## src/vdiu_pkg.sv

```systemverilog
// constants and types shared by the video decoder interrupt unit
package vdiu_pkg;
  // register addresses (user map control lives in the user map)
  localparam logic [7:0] ADDR_USR_CTRL = 8'h0e;
  localparam logic [7:0] ADDR_PIN_CFG  = 8'h40;
  localparam logic [7:0] ADDR_STAT1    = 8'h42;
  localparam logic [7:0] ADDR_CLR1     = 8'h43;
  localparam logic [7:0] ADDR_MASK1    = 8'h44;
  localparam logic [1:0] SUBMAP_INTR   = 2'h1;
  // field positions
  localparam int SUBMAP_LSB = 0;
  localparam int STYLE_LSB  = 0;
  localparam int FORCE_BIT  = 2;
  localparam int CPSEL_LSB  = 4;
  localparam int LEN_LSB    = 6;
  localparam int LOCK_BIT   = 0;
  localparam int UNLOCK_BIT = 1;
  localparam int FRCHG_BIT  = 5;
  localparam int CP_BIT     = 6;
  // writable / implemented bits
  localparam logic [7:0] STAT_USED     = 8'h63;
  localparam logic [7:0] PIN_CFG_WMASK = 8'hf7;
  localparam logic [7:0] USR_CTRL_WMASK = 8'h03;
  // reset values
  localparam logic [7:0] PIN_CFG_RST  = 8'h00;
  localparam logic [7:0] MASK_RST     = 8'h00;
  localparam logic [7:0] USR_CTRL_RST = 8'h00;
  localparam logic [7:0] STAT_RST     = 8'h00;
  // drive style and pulse length encodings
  localparam logic [1:0] STYLE_OD   = 2'h0;
  localparam logic [1:0] STYLE_LOW  = 2'h1;
  localparam logic [1:0] STYLE_HIGH = 2'h2;
  localparam logic [1:0] LEN_SHORT  = 2'h0;
  localparam logic [1:0] LEN_MID    = 2'h1;
  localparam logic [1:0] LEN_LONG   = 2'h2;
  localparam logic [1:0] LEN_HOLD   = 2'h3;
  // pulse lengths in crystal periods; clk is the crystal clock
  localparam int DUR_SHORT_CRYSTAL_CLOCK = 3;
  localparam int DUR_MID_CRYSTAL_CLOCK   = 15;
  localparam int DUR_LONG_CRYSTAL_CLOCK  = 63;
  localparam int CLK_PER_CRYSTAL_CLOCK   = 1;
  localparam int DUR_SHORT_CYC  = DUR_SHORT_CRYSTAL_CLOCK * CLK_PER_CRYSTAL_CLOCK;
  localparam int DUR_MID_CYC    = DUR_MID_CRYSTAL_CLOCK * CLK_PER_CRYSTAL_CLOCK;
  localparam int DUR_LONG_CYC   = DUR_LONG_CRYSTAL_CLOCK * CLK_PER_CRYSTAL_CLOCK;
  // serial port slave address, value is arbitrary
  localparam logic [6:0] DEV_ADDR_DEF = 7'h20;
  typedef enum logic [3:0] {
    ST_IDLE = 4'h0,
    ST_ADDR = 4'h1,
    ST_AACK = 4'h3,
    ST_SUB  = 4'h2,
    ST_SACK = 4'h6,
    ST_WDAT = 4'h7,
    ST_WACK = 4'h5,
    ST_RDAT = 4'hb,
    ST_RACK = 4'hf
  } vdiu_i2c_st_type;
endpackage

```

## src/vdiu_pin_if.sv

```systemverilog
// interrupt pin request and configuration carrier
`timescale 1ns/1ps
`default_nettype none
interface vdiu_pin_if;
  logic [1:0] style;
  logic [1:0] length;
  logic       level;
  modport ctl (output style, output length, output level);
  modport drv (input style, input length, input level);
endinterface
`default_nettype wire

```

## src/vdiu_irq_pin.sv

```systemverilog
// interrupt pin driver: pulse length and drive style
`timescale 1ns/1ps
`default_nettype none
module vdiu_irq_pin #(
  parameter int CNT_W     = 6,
  parameter int DUR_SHORT = vdiu_pkg::DUR_SHORT_CYC,
  parameter int DUR_MID   = vdiu_pkg::DUR_MID_CYC,
  parameter int DUR_LONG  = vdiu_pkg::DUR_LONG_CYC
) (
  input  wire logic    clk,
  input  wire logic    sys_rst,
  vdiu_pin_if.drv      pin,
  output var  logic    irq_o,
  output var  logic    irq_oe
);
  logic             level_p_r;
  logic             act_r;
  logic             act_nxt;
  logic [CNT_W-1:0] cnt_r;
  logic [CNT_W-1:0] cnt_nxt;
  logic [CNT_W-1:0] dur_sel;

  always_comb begin
    case (pin.length)
      vdiu_pkg::LEN_SHORT: dur_sel = CNT_W'(DUR_SHORT - 1);
      vdiu_pkg::LEN_MID:   dur_sel = CNT_W'(DUR_MID - 1);
      default:             dur_sel = CNT_W'(DUR_LONG - 1);
    endcase
  end

  // a new pulse starts only on a rising request; retriggers during a pulse are dropped
  always_comb begin
    act_nxt = act_r;
    cnt_nxt = cnt_r;
    if (pin.length == vdiu_pkg::LEN_HOLD) begin
      act_nxt = pin.level;
      cnt_nxt = '0;
    end else if (!act_r) begin
      if (pin.level && !level_p_r) begin
        act_nxt = 1'b1;
        cnt_nxt = dur_sel;
      end
    end else if (cnt_r == '0) begin
      act_nxt = 1'b0;
    end else begin
      cnt_nxt = cnt_r - CNT_W'(1);
    end
  end

  always_ff @(posedge clk) begin
    if (sys_rst) begin
      level_p_r <= 1'b0;
      act_r     <= 1'b0;
      cnt_r     <= '0;
    end else begin
      level_p_r <= pin.level;
      act_r     <= act_nxt;
      cnt_r     <= cnt_nxt;
    end
  end

  // reserved style falls back to open drain so the pin never fights a pull-up
  always_ff @(posedge clk) begin
    if (sys_rst) begin
      irq_o  <= 1'b0;
      irq_oe <= 1'b0;
    end else begin
      case (pin.style)
        vdiu_pkg::STYLE_LOW: begin
          irq_o  <= !act_nxt;
          irq_oe <= 1'b1;
        end
        vdiu_pkg::STYLE_HIGH: begin
          irq_o  <= act_nxt;
          irq_oe <= 1'b1;
        end
        default: begin
          irq_o  <= 1'b0;
          irq_oe <= act_nxt;
        end
      endcase
    end
  end
endmodule
`default_nettype wire

```

## src/vdiu_core.sv

```systemverilog
// video decoder interrupt unit: serial register port, event flags, pin control
`timescale 1ns/1ps
`default_nettype none
module vdiu_core #(
  parameter logic [6:0] DEV_ADDR = vdiu_pkg::DEV_ADDR_DEF
) (
  input  wire logic clk,
  input  wire logic sys_rst,
  input  wire logic scl_i,
  input  wire logic sda_i,
  output var  logic sda_o,
  output var  logic sda_oe,
  input  wire logic lock_state,
  input  wire logic freerun_state,
  input  wire logic pseudo_sync_det,
  input  wire logic colour_stripe_det,
  output var  logic irq_o,
  output var  logic irq_oe
);
  logic [2:0] scl_s_r;
  logic [2:0] sda_s_r;
  logic       scl_f_r;
  logic       sda_f_r;
  logic       scl_p_r;
  logic       sda_p_r;
  logic       start_det;
  logic       stop_det;
  logic       scl_rise;
  logic       scl_fall;

  vdiu_pkg::vdiu_i2c_st_type st_r;
  logic [3:0] bit_cnt_r;
  logic [7:0] rx_sh_r;
  logic [7:0] tx_sh_r;
  logic       rw_r;
  logic       nack_r;
  logic [7:0] ptr_r;
  logic       wr_stb_r;
  logic [7:0] wr_addr_r;
  logic [7:0] wr_data_r;
  logic [7:0] rd_data;

  logic [7:0] usr_ctrl_r;
  logic [7:0] pin_cfg_r;
  logic [7:0] mask_r;
  logic [7:0] stat_r;
  logic [7:0] stat_nxt;
  logic [7:0] clr_vec;
  logic [7:0] ev_vec;
  logic       intr_map;
  logic [1:0] cp_sel;
  logic       cp_hit;
  logic       lock_p_r;
  logic       fr_p_r;
  logic       cp_p_r;

  // three-stage pin synchronisers; a level is taken once stages two and three agree
  always_ff @(posedge clk) begin
    if (sys_rst) begin
      scl_s_r <= 3'h7;
      sda_s_r <= 3'h7;
      scl_f_r <= 1'b1;
      sda_f_r <= 1'b1;
      scl_p_r <= 1'b1;
      sda_p_r <= 1'b1;
    end else begin
      scl_s_r <= {scl_s_r[1:0], scl_i};
      sda_s_r <= {sda_s_r[1:0], sda_i};
      if (scl_s_r[1] == scl_s_r[2]) begin
        scl_f_r <= scl_s_r[2];
      end
      if (sda_s_r[1] == sda_s_r[2]) begin
        sda_f_r <= sda_s_r[2];
      end
      scl_p_r <= scl_f_r;
      sda_p_r <= sda_f_r;
    end
  end

  assign start_det = scl_f_r && scl_p_r && sda_p_r && !sda_f_r;
  assign stop_det  = scl_f_r && scl_p_r && !sda_p_r && sda_f_r;
  assign scl_rise  = scl_f_r && !scl_p_r;
  assign scl_fall  = !scl_f_r && scl_p_r;

  assign intr_map = usr_ctrl_r[vdiu_pkg::SUBMAP_LSB +: 2] == vdiu_pkg::SUBMAP_INTR;

  // read side: clear register is write-only, unmapped reads give zero
  always_comb begin
    rd_data = 8'h00;
    if (ptr_r == vdiu_pkg::ADDR_USR_CTRL) begin
      rd_data = usr_ctrl_r;
    end else if (intr_map) begin
      case (ptr_r)
        vdiu_pkg::ADDR_PIN_CFG: rd_data = pin_cfg_r;
        vdiu_pkg::ADDR_STAT1:   rd_data = stat_r;
        vdiu_pkg::ADDR_MASK1:   rd_data = mask_r;
        default:                rd_data = 8'h00;
      endcase
    end
  end

  // serial slave: address, sub-address, then data bytes with auto-increment
  always_ff @(posedge clk) begin
    if (sys_rst) begin
      st_r      <= vdiu_pkg::ST_IDLE;
      bit_cnt_r <= 4'h0;
      rx_sh_r   <= 8'h00;
      tx_sh_r   <= 8'h00;
      rw_r      <= 1'b0;
      nack_r    <= 1'b0;
      ptr_r     <= 8'h00;
      sda_oe    <= 1'b0;
      wr_stb_r  <= 1'b0;
      wr_addr_r <= 8'h00;
      wr_data_r <= 8'h00;
    end else begin
      wr_stb_r <= 1'b0;
      if (start_det) begin
        st_r      <= vdiu_pkg::ST_ADDR;
        bit_cnt_r <= 4'h0;
        sda_oe    <= 1'b0;
      end else if (stop_det) begin
        st_r   <= vdiu_pkg::ST_IDLE;
        sda_oe <= 1'b0;
      end else if (scl_rise) begin
        rx_sh_r   <= {rx_sh_r[6:0], sda_f_r};
        bit_cnt_r <= bit_cnt_r + 4'h1;
        if (st_r == vdiu_pkg::ST_RACK) begin
          nack_r <= sda_f_r;
        end
      end else if (scl_fall) begin
        case (st_r)
          vdiu_pkg::ST_ADDR: begin
            if (bit_cnt_r == 4'h8) begin
              if (rx_sh_r[7:1] == DEV_ADDR) begin
                st_r   <= vdiu_pkg::ST_AACK;
                rw_r   <= rx_sh_r[0];
                sda_oe <= 1'b1;
              end else begin
                st_r <= vdiu_pkg::ST_IDLE;
              end
            end
          end
          vdiu_pkg::ST_AACK: begin
            bit_cnt_r <= 4'h0;
            if (rw_r) begin
              st_r    <= vdiu_pkg::ST_RDAT;
              tx_sh_r <= rd_data;
              sda_oe  <= !rd_data[7];
              ptr_r   <= ptr_r + 8'h01;
            end else begin
              st_r   <= vdiu_pkg::ST_SUB;
              sda_oe <= 1'b0;
            end
          end
          vdiu_pkg::ST_SUB: begin
            if (bit_cnt_r == 4'h8) begin
              ptr_r  <= rx_sh_r;
              st_r   <= vdiu_pkg::ST_SACK;
              sda_oe <= 1'b1;
            end
          end
          vdiu_pkg::ST_WDAT: begin
            if (bit_cnt_r == 4'h8) begin
              wr_stb_r  <= 1'b1;
              wr_addr_r <= ptr_r;
              wr_data_r <= rx_sh_r;
              ptr_r     <= ptr_r + 8'h01;
              st_r      <= vdiu_pkg::ST_WACK;
              sda_oe    <= 1'b1;
            end
          end
          vdiu_pkg::ST_SACK, vdiu_pkg::ST_WACK: begin
            st_r      <= vdiu_pkg::ST_WDAT;
            bit_cnt_r <= 4'h0;
            sda_oe    <= 1'b0;
          end
          vdiu_pkg::ST_RDAT: begin
            if (bit_cnt_r == 4'h8) begin
              st_r   <= vdiu_pkg::ST_RACK;
              sda_oe <= 1'b0;
            end else begin
              tx_sh_r <= {tx_sh_r[6:0], 1'b0};
              sda_oe  <= !tx_sh_r[6];
            end
          end
          vdiu_pkg::ST_RACK: begin
            bit_cnt_r <= 4'h0;
            if (nack_r) begin
              st_r <= vdiu_pkg::ST_IDLE;
            end else begin
              st_r    <= vdiu_pkg::ST_RDAT;
              tx_sh_r <= rd_data;
              sda_oe  <= !rd_data[7];
              ptr_r   <= ptr_r + 8'h01;
            end
          end
          default: st_r <= vdiu_pkg::ST_IDLE;
        endcase
      end
    end
  end

  // the data line is only ever pulled low
  always_ff @(posedge clk) begin
    sda_o <= 1'b0;
  end

  // user map control is reachable from every sub map
  always_ff @(posedge clk) begin
    if (sys_rst) begin
      usr_ctrl_r <= vdiu_pkg::USR_CTRL_RST;
    end else if (wr_stb_r && wr_addr_r == vdiu_pkg::ADDR_USR_CTRL) begin
      usr_ctrl_r <= wr_data_r & vdiu_pkg::USR_CTRL_WMASK;
    end
  end

  always_ff @(posedge clk) begin
    if (sys_rst) begin
      pin_cfg_r <= vdiu_pkg::PIN_CFG_RST;
      mask_r    <= vdiu_pkg::MASK_RST;
    end else if (wr_stb_r && intr_map) begin
      if (wr_addr_r == vdiu_pkg::ADDR_PIN_CFG) begin
        pin_cfg_r <= wr_data_r & vdiu_pkg::PIN_CFG_WMASK;
      end
      if (wr_addr_r == vdiu_pkg::ADDR_MASK1) begin
        mask_r <= wr_data_r & vdiu_pkg::STAT_USED;
      end
    end
  end

  // edge history follows the inputs through reset, so no false event at release
  always_ff @(posedge clk) begin
    lock_p_r <= lock_state;
    fr_p_r   <= freerun_state;
    cp_p_r   <= cp_hit;
  end

  assign cp_sel = pin_cfg_r[vdiu_pkg::CPSEL_LSB +: 2];
  assign cp_hit = (cp_sel[0] && pseudo_sync_det) || (cp_sel[1] && colour_stripe_det);

  always_comb begin
    ev_vec = 8'h00;
    ev_vec[vdiu_pkg::LOCK_BIT]   = lock_state && !lock_p_r;
    ev_vec[vdiu_pkg::UNLOCK_BIT] = !lock_state && lock_p_r;
    ev_vec[vdiu_pkg::FRCHG_BIT]  = freerun_state != fr_p_r;
    ev_vec[vdiu_pkg::CP_BIT]     = cp_hit && !cp_p_r;
  end

  // a write to status itself is ignored; only the clear register removes flags
  assign clr_vec = (wr_stb_r && intr_map && wr_addr_r == vdiu_pkg::ADDR_CLR1)
                   ? (wr_data_r & vdiu_pkg::STAT_USED) : 8'h00;
  // a new event in the clearing cycle wins over the clear
  assign stat_nxt = (stat_r & ~clr_vec) | ev_vec;

  always_ff @(posedge clk) begin
    if (sys_rst) begin
      stat_r <= vdiu_pkg::STAT_RST;
    end else begin
      stat_r <= stat_nxt;
    end
  end

  vdiu_pin_if pin_bus ();

  assign pin_bus.style  = pin_cfg_r[vdiu_pkg::STYLE_LSB +: 2];
  assign pin_bus.length = pin_cfg_r[vdiu_pkg::LEN_LSB +: 2];
  // manual bit acts like one more unmasked source
  assign pin_bus.level  = (|(stat_r & mask_r)) || pin_cfg_r[vdiu_pkg::FORCE_BIT];

  vdiu_irq_pin u_pin (
    .clk     (clk),
    .sys_rst (sys_rst),
    .pin     (pin_bus.drv),
    .irq_o   (irq_o),
    .irq_oe  (irq_oe)
  );
endmodule
`default_nettype wire

```

## config.mk

```make
export PLATFORM = sky130hd
export DESIGN_NAME = vdiu_core
export DESIGN_NICKNAME = d
export VERILOG_FILES = /design/src/vdiu_pkg.sv /design/src/vdiu_pin_if.sv /design/src/vdiu_irq_pin.sv /design/src/vdiu_core.sv
export SDC_FILE = /design/constraint.sdc
export NUM_CORES = 1
export LEC_CHECK = 0
export BUFFER_PORTS_ARGS = -buffer_cell sky130_fd_sc_hd__buf_4
export CORE_AREA = 2 2 101 103
export DETAILED_ROUTE_END_ITERATION = 10
export DIE_AREA = 0 0 103 105
export MAX_ROUTING_LAYER = met4
export SYNTH_ARGS = -nofsm -noshare
export SYNTH_HDL_FRONTEND = slang
export SYNTH_SLANG_ARGS = --single-unit
```

## constraint.sdc

```tcl
create_clock -name clk -period 3 [get_ports clk]
set_input_delay 0.45 -clock clk [delete_from_list [all_inputs] [get_ports clk]]
set_output_delay 0.45 -clock clk [all_outputs]
set_load 0.02 [all_outputs]
```

# Yosys cells after proc, flatten, opt, wreduce, memory -nomap -nowiden
# Cells that the tools add are included.
# classes
n_addsub	3
eq_ne	41
mux	46
n_bitwise	9
n_reduce_logical	60
# ops
op	count
$eq 8x7->1 const B	6
$mux 8	6
$mux 4	9
$pmux 8 s4	1
$mux 7	4
$pmux 4 s7	1
$pmux 8 s3	1
$pmux 7 s3	1
$mux 6	3
$ne 2x2->1 const B	9
$reduce_and 6->1	3
$eq 8x4->1 const B	2
$logic_and 1x1->1	16
$mux 1	16
$ne 4x4->1 const B	4
$reduce_and 7->1	2
$eq 4x3->1 const B	3
$eq 4x4->1 const B	3
$pmux 6 s2	1
$logic_not 1->1	11
$reduce_or 2->1	5
$reduce_and 9->1	1
$add 8x1->8 const B	1
$and 8x7->8	1
33 further kinds	49
# word_totals
regBits	95
inputBits	8
out_inout_bits	4
word_cells	189

# Logic depth before layout (Yosys ltp)
# Gate-level depths: netlist of the first run.
# logic_depth
depth_word	9
depth_mapped	9
depth_no_buf	7

# Cells and area by module
# A second synthesis of the first run with hierarchy kept.
# hier_totals
cells_unflattened	548
hier_area_um2	4581.9
# by_module_without_submodules
module	n_inst	cells_each	area_each_um2	seq_area_each_um2
vdiu_core	1	483	4007.6	1601.5
vdiu_irq_pin	1	65	574.3	200.2

# Worst setup path before layout of the first run
# OpenSTA, ideal clock, no wires.
# synth_path
path_kind	register -> register
start	register scl_p_r
end	register tx_sh_r[0]
setup_time_ns	0.128
t_arrival_ns	1.900
required_time_ns	2.872
slack_ns	0.972
path_stages_with_launch	10
n_path_buf	2
synth_period_minus_slack_ns	2.028
cell_sequence	dfxtp_1 inv_1 ha_1 clkbuf_1 nand2b_1 a211o_1 or3_1 clkbuf_1 a22oi_1 nor2_1
# synth_via
elab_chain_len	5
elab_cells_between_ends	12
classes_between	bitwise (3); reduce/logical (9)
# synth_lines
element	line_no	rtl
from (decl)	vdiu_core.sv:24	logic scl_p_r;
from (signal assigned)	vdiu_core.sv:75	scl_p_r <= scl_f_r;
$logic_and 1x1->1	vdiu_core.sv:80, vdiu_core.sv:81	
$logic_and 1x1->1 (on tied branches) (2 in series)	vdiu_core.sv:80, vdiu_core.sv:81	
$not 1->1 (no source line)	n/a	
$reduce_and 8->1 (no source line) (*)	n/a	
to (signal assigned)	vdiu_core.sv:148	tx_sh_r <= rd_data;
to (signal assigned)	vdiu_core.sv:183	tx_sh_r <= {tx_sh_r[6:0], 1'b0};
to (signal assigned)	vdiu_core.sv:193	tx_sh_r <= rd_data;
to (decl)	vdiu_core.sv:34	logic [7:0] tx_sh_r;
# Mark *: on every way between the ends. The rest lies on a longest branch, timed or not.
# A chain may end at the register's enable or synchronous reset.

# Final worst setup path of the first run
# layout_path
start	register st_r[2]
end	register ptr_r[5]
# layout_via
elab_chain_len	3
elab_cells_between_ends	11
classes_between	eq/ne (8); mux (1); reduce/logical (2)
# layout_lines
element	line_no	rtl
from (decl)	vdiu_core.sv:31	vdiu_pkg::vdiu_i2c_st_type st_r;
from (signal assigned)	vdiu_core.sv:105	st_r <= vdiu_pkg::ST_IDLE;
from (signal assigned)	vdiu_core.sv:119	st_r <= vdiu_pkg::ST_ADDR;
from (signal assigned)	vdiu_core.sv:123	st_r <= vdiu_pkg::ST_IDLE;
$eq 4x4->1, or another cell as far along	vdiu_core.sv:132	case (st_r)
$reduce_bool 4->1 (no source line) / $ne 2x2->1 (equally long branches)	n/a	
$reduce_and 9->1 (no source line)	n/a	
to (signal assigned)	vdiu_core.sv:150	ptr_r <= ptr_r + 8'h01;
to (signal assigned)	vdiu_core.sv:158	ptr_r <= rx_sh_r;
to (signal assigned)	vdiu_core.sv:168	ptr_r <= ptr_r + 8'h01;
to (decl)	vdiu_core.sv:37	logic [7:0] ptr_r;
# Several ways; a longest one is shown, not always the timed one.

==> results.ini, run 1 <==
[setup_path]
critical_path_buf_inv_count = 0
slowest_delay_ns = 0.84
cp.required_ns = 3.21
path_cells = nor3_1 -> o21a_1 -> or4_1 -> a21oi_1 -> o32ai_1
start_kind = flop
cp_slowest_cell = dfxtp_1
worstPathArrival_ns = 2.60
critPathTopFamily = flip-flops
crit_type = flop to flop
crit_path_end_kind = flop
worst-path-max-fanout = 25

[timing]
rsz0062_at_grt = false
finalSetupViolCount = 0
hold_viol = 0
worstMarginPinSlew_ns = 0.7731
maxSlewViolCount = 0
relSlewSlack_pct = 48.39
finalSetupTns_ns = 0
fin_crit_sh_pct = 79.74
period_needed_ns = 2.392
fin_skew_ns = 0.01730
max_freq_ghz = 0.4180

[route]
vias = 3701
finalWirelength_mm = 9.981
vias_per_cell = 5.599
ant_nets = 0
firstDrtPassIters = 4
drc = 0
drt_iter0_drc = 220
routedWlPerCell_um = 15.10

[synth]
ys.flop_type = dfxtp_1
syn_area_sq_um = 4528
syn-num-nets = 548
syn_area_per_cell_sq_um = 8.576
synthCells = 528
synth-adder-area-share_pct = 3.316
yosys.area_share.simple_pct = 24.12
ys_ff_latch = 90
seq_area_frac_synth_pct = 39.79
synth_compound_area_share_pct = 17.05
async_flop_share_pct = 0
yosys-mux-area-fraction_pct = 9.947
yosysWarnings = 0
synthXorXnorAreaFrac_pct = 1.133
ys_types = 69
synth-edff-count = 0
synth_top_family_by_area = simple AND/OR/NAND/NOR gates

[clock_tree]
clk_path_buf_depth = 2
cts-root-buf = clkbuf_8
cts_resized = 0
cts_buffers = 9
clk_latency_ns = 0.36
h-tree-depth = 3
clkTransAtPathRegs_ns = 0.10
cts_tree = yes
cts_setup_buffers = 0
cts_sinks = 90
hold_buffers = 0

[power_and_ir_drop]
powerDensity_nw_per_um2 = 429.1
p_sw_share_pct = 22.93
irDropWorstVdd_mv = 0.2509
comb_power_share_pct = 2.1
p_leak_nw = 1.747
seqPwrFrac_pct = 57.9
p_int_w = 0.001606
p_sw_w = 0.0004778
clkPwrFrac_pct = 40.0

[finish]
fin_area_sq_um = 4857
drive_above_1_share_pct = 9.280
final_common_cell = dfxtp_1
final_nets = 543
final_cell_mix = dfxtp_1, nor2_1, mux2i_1, nand2_1, a21oi_1
diodes = 0
fill_cells = 958
syn2layout_area_growth_pct = 7.267

[grt]
grt_util_all_layers_pct = 20.21
grt_antenna_before_repair = 0
grt_pass1_wl_mm = 16.88
grt_max_degree = 57
grt_pass1_vias = 3310
overflow = 0

[placement]
place_area_sq_um = 4664
hpwl_mm = 7.045
routabilityCongestion = 0.9002
port_buffers = 10

[floorplan]
die_h_um = 105
die_w_um = 103
die_area_sq_um = 10820
placementRows = 36
core_sq_um = 9639
boundaryPins = 12
start_util_pct = 46.98

[status]
status = finished, final reports clean

[flow_run]
max_cap_viol_count = 0

[min_path]
hold_class = primary input to flop

## path summary, 6_finish.rpt
path | start | to | slack, ns | depth (start not counted)
worst min-delay path | freerun_state | fr_p_r | 0.20 | 1
worst min register to register | sda_s_r[0] | sda_s_r[1] | 0.41 | 1
worst max register to register | st_r[2] | ptr_r[5] | 0.61 | 5
worst max-delay path | st_r[2] | ptr_r[5] | 0.61 | 5
## cell usage after synthesis (7+ instances only)
master	number	share of area, %
a21oi_1	34	3.8
a22oi_1	8	1.3
a31oi_1	7	0.97
clkbuf_1	20	1.7
dfxtp_1	90	40
ha_1	12	3.3
inv_1	19	1.6
mux2i_1	45	9.9
nand2_1	37	3.1
nand2b_1	11	1.5
nand3_1	12	1.3
nor2_1	75	6.2
nor3_1	16	1.8
o21ai_0	21	2.3
or2_2	8	1.1
## cell type report
cell class,instances,area (sq um),share of cell area [%]
multi-input cells,389,2520,51.88
flip-flops and latches,90,1802,37.09
well taps,133,166.4,3.426
clock buffers,10,127.6,2.628
repair buffers,14,105.1,2.164
inverters,19,71.32,1.468
clock inverters,6,65.06,1.340
## power by group through the flow
stage / Combinational (W) / Clock [W] / Sequential (W)
3_5_place_dp: 0.0000435 / 0 / 0.00124
2_1_floorplan: 0.0000300 / 0 / 0.00123
4_1_cts: 0.0000436 / 0.000858 / 0.00121
5_1_grt: 0.0000487 / 0.000899 / 0.00121
3_3_place_gp: 0.0000433 / 0 / 0.00124
6_report: 0.0000431 / 0.000833 / 0.00121
## registers in the layout (all words and copies together) (netlist names), 2 cells and up
name         cells
st_r             4
mask_r           4
scl_s_r          3
ptr_r            8
stat_r           4
rx_sh_r          8
wr_data_r        7
pin_cfg_r        7
bit_cnt_r        4
usr_ctrl_r       2
sda_s_r          3
tx_sh_r          7
wr_addr_r        8
u_pin.cnt_r      6
## stage by stage
stage	setup slack (ns)	std cells	util (%)	total power (W)	hold WS, ns
detailed placement	0.6903	645	48.39	0.001279	0.3941
global route	0.3535	661	50.39	0.002157	0.1877
finish	0.6078	661	50.39	0.002084	0.2044
floorplan	0.9721	528	-	0.001263	0.3895
global placement	0.7349	645	48.39	0.001279	0.3910
CTS	0.6401	661	50.39	0.002109	0.1852
## worst reg2reg max path, delay by kind of cell, from the launching register on
family / cells / cell delay (ns)
DFF: 1 / 0.84
and+or+nand+nor: 2 / 0.83
AOI/OAI and AO/OA: 3 / 0.58
## cells by family (layout without fill, tap and decap cells)
logic type | after synthesis | in the layout
and+or+nand+nor | 206 | 206
AOI/OAI and AO/OA | 120 | 120
DFF | 90 | 90
buffers and inverters | 49 | 49
muxes | 45 | 45
adders and majority gates | 12 | 12
xor gates and xnor gates | 5 | 5
other | 1 | 1
## layer usage
layer,share of wire [%],vias to the layer above,routed length (um),global-route usage (%)
met3,3.4,13,344,3.478
met1,51,1736,5085,29.60
met5,0,-,0,-
met2,44,76,4397,28.48
li1,-,1876,-,-
met4,1.5,0,154,5.827
(Power assumes the default switching activity.)
==> inputs of run 2 (changes only) <==
==> constraint.sdc (replaced) <==
create_clock -name clk -period 2.4 [get_ports clk]
set_input_delay 0.36 -clock clk [delete_from_list [all_inputs] [get_ports clk]]
set_output_delay 0.36 -clock clk [all_outputs]
set_load 0.02 [all_outputs]
==> run 2 against run 1 <==
  * Design area grew 1.8%
  * Clock skew shrank 0.0070 ns
  * Combinational power grew 28%
  * Worst setup slack lost 0.37 ns
  * Routed wire length grew 4.9%
  * Count of clock-buffer cells in the layout shrank 1
  * Critical path type unchanged
  * Largest cell class unchanged
  * Highest routed layer unchanged
==> results.ini, run 2 (synthesis results as in run 1) <==
[grt]
grt_max_degree = 41
grt_antenna_before_repair = 0
grt_pass1_wl_mm = 17.53
grt_pass1_vias = 3511
overflow = 0
grt_util_all_layers_pct = 21.10

[flow_run]
max_cap_viol_count = 0

[floorplan]
die_w_um = 103
die_h_um = 105
boundaryPins = 12
start_util_pct = 46.98
core_sq_um = 9639
die_area_sq_um = 10820
placementRows = 36

[timing]
relSlewSlack_pct = 54.94
rsz0062_at_grt = false
period_needed_ns = 2.161
setup_ws_ns = 0.2389
worstMarginPinSlew_ns = 0.6707
fin_crit_sh_pct = 90.05
max_freq_ghz = 0.4627
hold_viol = 0
finalSetupTns_ns = 0
finalSetupViolCount = 0
fin_skew_ns = 0.01028
maxSlewViolCount = 0

[power_and_ir_drop]
irDropWorstVdd_mv = 0.3353
power_w = 0.002553
powerDensity_nw_per_um2 = 516.7
p_leak_nw = 1.806

[route]
finalWirelength_mm = 10.47
routedWlPerCell_um = 15.56
vias = 3816
vias_per_cell = 5.670
drt_iter0_drc = 198
ant_nets = 0
drc = 0
firstDrtPassIters = 5

[setup_path]
crit_type = flop to flop
crit_path_end_kind = flop
worstPathArrival_ns = 2.42
worst-path-max-fanout = 12
start_kind = flop
cp.required_ns = 2.66

[clock_tree]
cts_tree = yes
cts_resized = 0
cts_buffers = 9
clk_path_buf_depth = 2
clk_latency_ns = 0.36
cts-root-buf = clkbuf_8
h-tree-depth = 3
cts_sinks = 90
cts_setup_buffers = 0
clkTransAtPathRegs_ns = 0.10
hold_buffers = 0

[finish]
reg_top3 = ptr_r (8), rx_sh_r (8), wr_addr_r (8)
final_nets = 555
fill_cells = 945
syn2layout_area_growth_pct = 9.146
diodes = 0
final_cell_mix = dfxtp_1, nor2_1, mux2i_1, nand2_1, a21oi_1
drive_above_1_share_pct = 11.48
final_common_cell = dfxtp_1

[min_path]
hold_class = primary input to flop

[placement]
place_ws_ns = 0.2963
hpwl_mm = 7.449
port_buffers = 10
routabilityCongestion = 0.8876

[status]
status = finished, final reports clean

run 2: cell count changes in the layout (fill, tap and decap cells not counted), sizes merged:
cell,delta
buf,+12
bufinv,-1
clkbuf,-1
clkinv,+2
run 2: stage by stage:
stage,cell area (sq um),hold WS (ns),util (%),instances
2_1_floorplan,4528,0.3877,-,528
3_3_place_gp,4755,0.3907,49.33,657
3_5_place_dp,4755,0.3952,49.33,657
4_1_cts,4942,0.08491,51.27,673
5_1_grt,4942,0.07659,51.27,673
6_report,4942,0.1056,51.27,673
run 2: layout make-up:
| class | count | area [sq um] | area share, % |
|---|---|---|---|
| Clock inverter | 7 | 63.81 | 1.291 |
| Tap cell | 133 | 166.4 | 3.367 |
| Multi-Input combinational cell | 389 | 2520 | 50.99 |
| Sequential cell | 90 | 1802 | 36.46 |
| Timing Repair Buffer | 26 | 195.2 | 3.949 |
| Inverter | 19 | 71.32 | 1.443 |
| Clock buffer | 9 | 123.9 | 2.506 |
run 2: critical path, stage by stage (launching register included):
cell	delay (ns)
dfxtp_1	0.60
or2b_1	0.28
a21oi_1	0.16
or4_1	0.69
o32ai_1	0.33
run 2: metal layers:
layer	track usage [%]	wire (um)	vias to the layer above
met5	-	0	-
met4	7.801	233	0
met3	4.080	450	24
met2	30.80	4767	91
met1	28.90	5019	1807
li1	-	-	1894
run 2: power breakdown:
part / switching (W) / internal (W)
registers: 0.00000718 / 0.00150
logic: 0.0000344 / 0.0000207
clock network: 0.000595 / 0.000394
run 2: path summary, 6_finish.rpt:
check | from | to | slack [ns] | cells past startpoint
max | st_r[3] | ptr_r[5] | 0.24 | 4
min | lock_state | lock_p_r | 0.11 | 1
max reg2reg | st_r[3] | ptr_r[5] | 0.24 | 4
min reg2reg | sda_s_r[0] | sda_s_r[1] | 0.41 | 1
==> inputs of run 3 (changes only) <==
==> constraint.sdc (replaced) <==
create_clock -name clk -period 2.4 [get_ports clk]
set_input_delay 0.12 -clock clk [delete_from_list [all_inputs] [get_ports clk]]
set_output_delay 0.12 -clock clk [all_outputs]
set_load 0.02 [all_outputs]
==> run 3 against run 2 <==
  * Total power rose by 8.5%
  * First-iteration DRC count fell by 8.6%
  * Largest cell class unchanged
  * Worst setup slack worse by 0.029 ns
  * Clock skew is 0.0039 ns higher
  * Routed wire length is 0.96% lower
  * Count of clock-buffer cells in the layout unchanged
  * Hold slack gained 0.054 ns
  * Critical endpoint unchanged
  * Cell count grew 0.74%
==> results.ini, run 3 (synthesis results as in run 1) <==
[status]
status = finished, final reports clean

[grt]
grt_antenna_before_repair = 0
overflow = 0
grt_util_all_layers_pct = 20.74
grt_pass1_wl_mm = 17.46
grt_pass1_vias = 3446
grt_max_degree = 63

[floorplan]
boundaryPins = 12
die_area_sq_um = 10820
die_w_um = 103
placementRows = 36
core_sq_um = 9639
start_util_pct = 46.98
die_h_um = 105

[timing]
maxSlewViolCount = 0
relSlewSlack_pct = 54.11
fin_skew_ns = 0.01420
rsz0062_at_grt = false
hold_ws_ns = 0.1597
finalSetupTns_ns = 0
max_freq_ghz = 0.4566
period_needed_ns = 2.190
fin_crit_sh_pct = 91.25
hold_viol = 0
worstMarginPinSlew_ns = 0.6884
finalSetupViolCount = 0

[route]
finalWirelength_mm = 10.37
routedWlPerCell_um = 15.30
drt_iter0_drc = 181
ant_nets = 0
vias_per_cell = 5.583
vias = 3785
firstDrtPassIters = 5
drc = 0

[finish]
diodes = 0
regArea_sq_um = 1802
fill_cells = 950
multi_input_area_sq_um = 2520
syn2layout_area_growth_pct = 11.22
reg_top3 = ptr_r (8), rx_sh_r (8), wr_addr_r (8)
final_common_cell = dfxtp_1
final_cell_mix = dfxtp_1, nor2_1, mux2i_1, nand2_1, a21oi_1
drive_above_1_share_pct = 11.19
final_nets = 560

[placement]
hpwl_mm = 7.378
routabilityCongestion = 0.9040
port_buffers = 10

[setup_path]
cp_slowest_cell = or4_1
worst-path-max-fanout = 20
start_kind = flop
crit_type = flop to flop
rr_worst_depth = 5
crit_path_end_kind = flop
worstPathArrival_ns = 2.41
slowest_delay_ns = 0.70
cp.required_ns = 2.62
path_cells = and2_1 -> o21a_1 -> or4_1 -> a21oi_1 -> o32ai_1

[power_and_ir_drop]
powerDensity_nw_per_um2 = 550.1
p_sw_share_pct = 23.03
irDropWorstVdd_mv = 0.4365
p_leak_nw = 1.848
clkPwrFrac_pct = 43.3
seqPwrFrac_pct = 54.5
comb_power_share_pct = 2.2
p_int_w = 0.002132
p_sw_w = 0.0006381

[clock_tree]
cts-root-buf = clkbuf_8
clk_latency_ns = 0.36
cts_buffers = 9
cts_setup_buffers = 0
clk_path_buf_depth = 2
cts_resized = 0
cts_sinks = 90
cts_tree = yes
clkTransAtPathRegs_ns = 0.10
h-tree-depth = 3

[min_path]
min_path_cells = 4
hold_class = primary input to flop

[flow_run]
max_cap_viol_count = 0

## run 3: changes by cell type in the layout (fill, tap and decap cells not counted)
cell           change
clkinv_8           -1
inv_6              +1
clkinv_2           -1
buf_4              -1
dlygate4sd3_1      +6
clkinv_4           -2
bufinv_16          +2
inv_8              +1
## run 3: layout make-up
class / instances / area share (%)
Clock buffer: 9 / 2.460
Multi-Input combinational cell: 389 / 50.04
Tap cell: 133 / 3.304
Clock inverter: 7 / 2.087
Timing Repair Buffer: 31 / 4.919
Inverter: 19 / 1.416
Sequential cell: 90 / 35.78
## run 3: layer usage
metal | wire [um] | up-vias | track usage (%)
met2 | 4701 | 61 | 29.50
met4 | 123 | 0 | 5.733
met5 | 0 | - | -
li1 | - | 1906 | -
met3 | 396 | 13 | 3.746
met1 | 5150 | 1805 | 30.09
## run 3: worst max-delay path, delay by kind of cell, from the launching register on
family          cells  cell delay, ns
compound gates      3            0.49
simple gates        2            1.02
flops               1            0.53
## run 3: what timing repair did
item | CTS | global route
endpoints found under the hold margin | 5 | 0
setup endpoints to repair | 0 | 0
hold buffers | 6 | 0
## run 3: path summary, 6_finish.rpt
path                   start         end  slack [ns]
min reg2reg       scl_s_r[0]  scl_s_r[1]        0.42
max                  st_r[0]    ptr_r[5]        0.21
min          pseudo_sync_det   stat_r[6]        0.16
max reg2reg          st_r[0]    ptr_r[5]        0.21
## run 3: metrics by stage
stage	total power, W	util (%)	cells	instance area [sq um]	worst slack, ns
after floorplan	0.001579	-	528	4528	0.3721
after global placement	0.001598	49.25	656	4747	0.3126
after detailed placement	0.001599	49.25	656	4747	0.2782
after CTS	0.002793	52.25	678	5036	0.2373
after global routing	0.002859	52.25	678	5036	0.08074
final	0.002771	52.25	678	5036	0.2099
## run 3: power groups by stage
stage,combinational (W),sequential (W),clock (W)
finish,0.0000608,0.00151,0.00120
global route,0.0000669,0.00151,0.00128
floorplan,0.0000375,0.00154,0
detailed placement,0.0000545,0.00154,0
CTS,0.0000611,0.00151,0.00122
global placement,0.0000540,0.00154,0
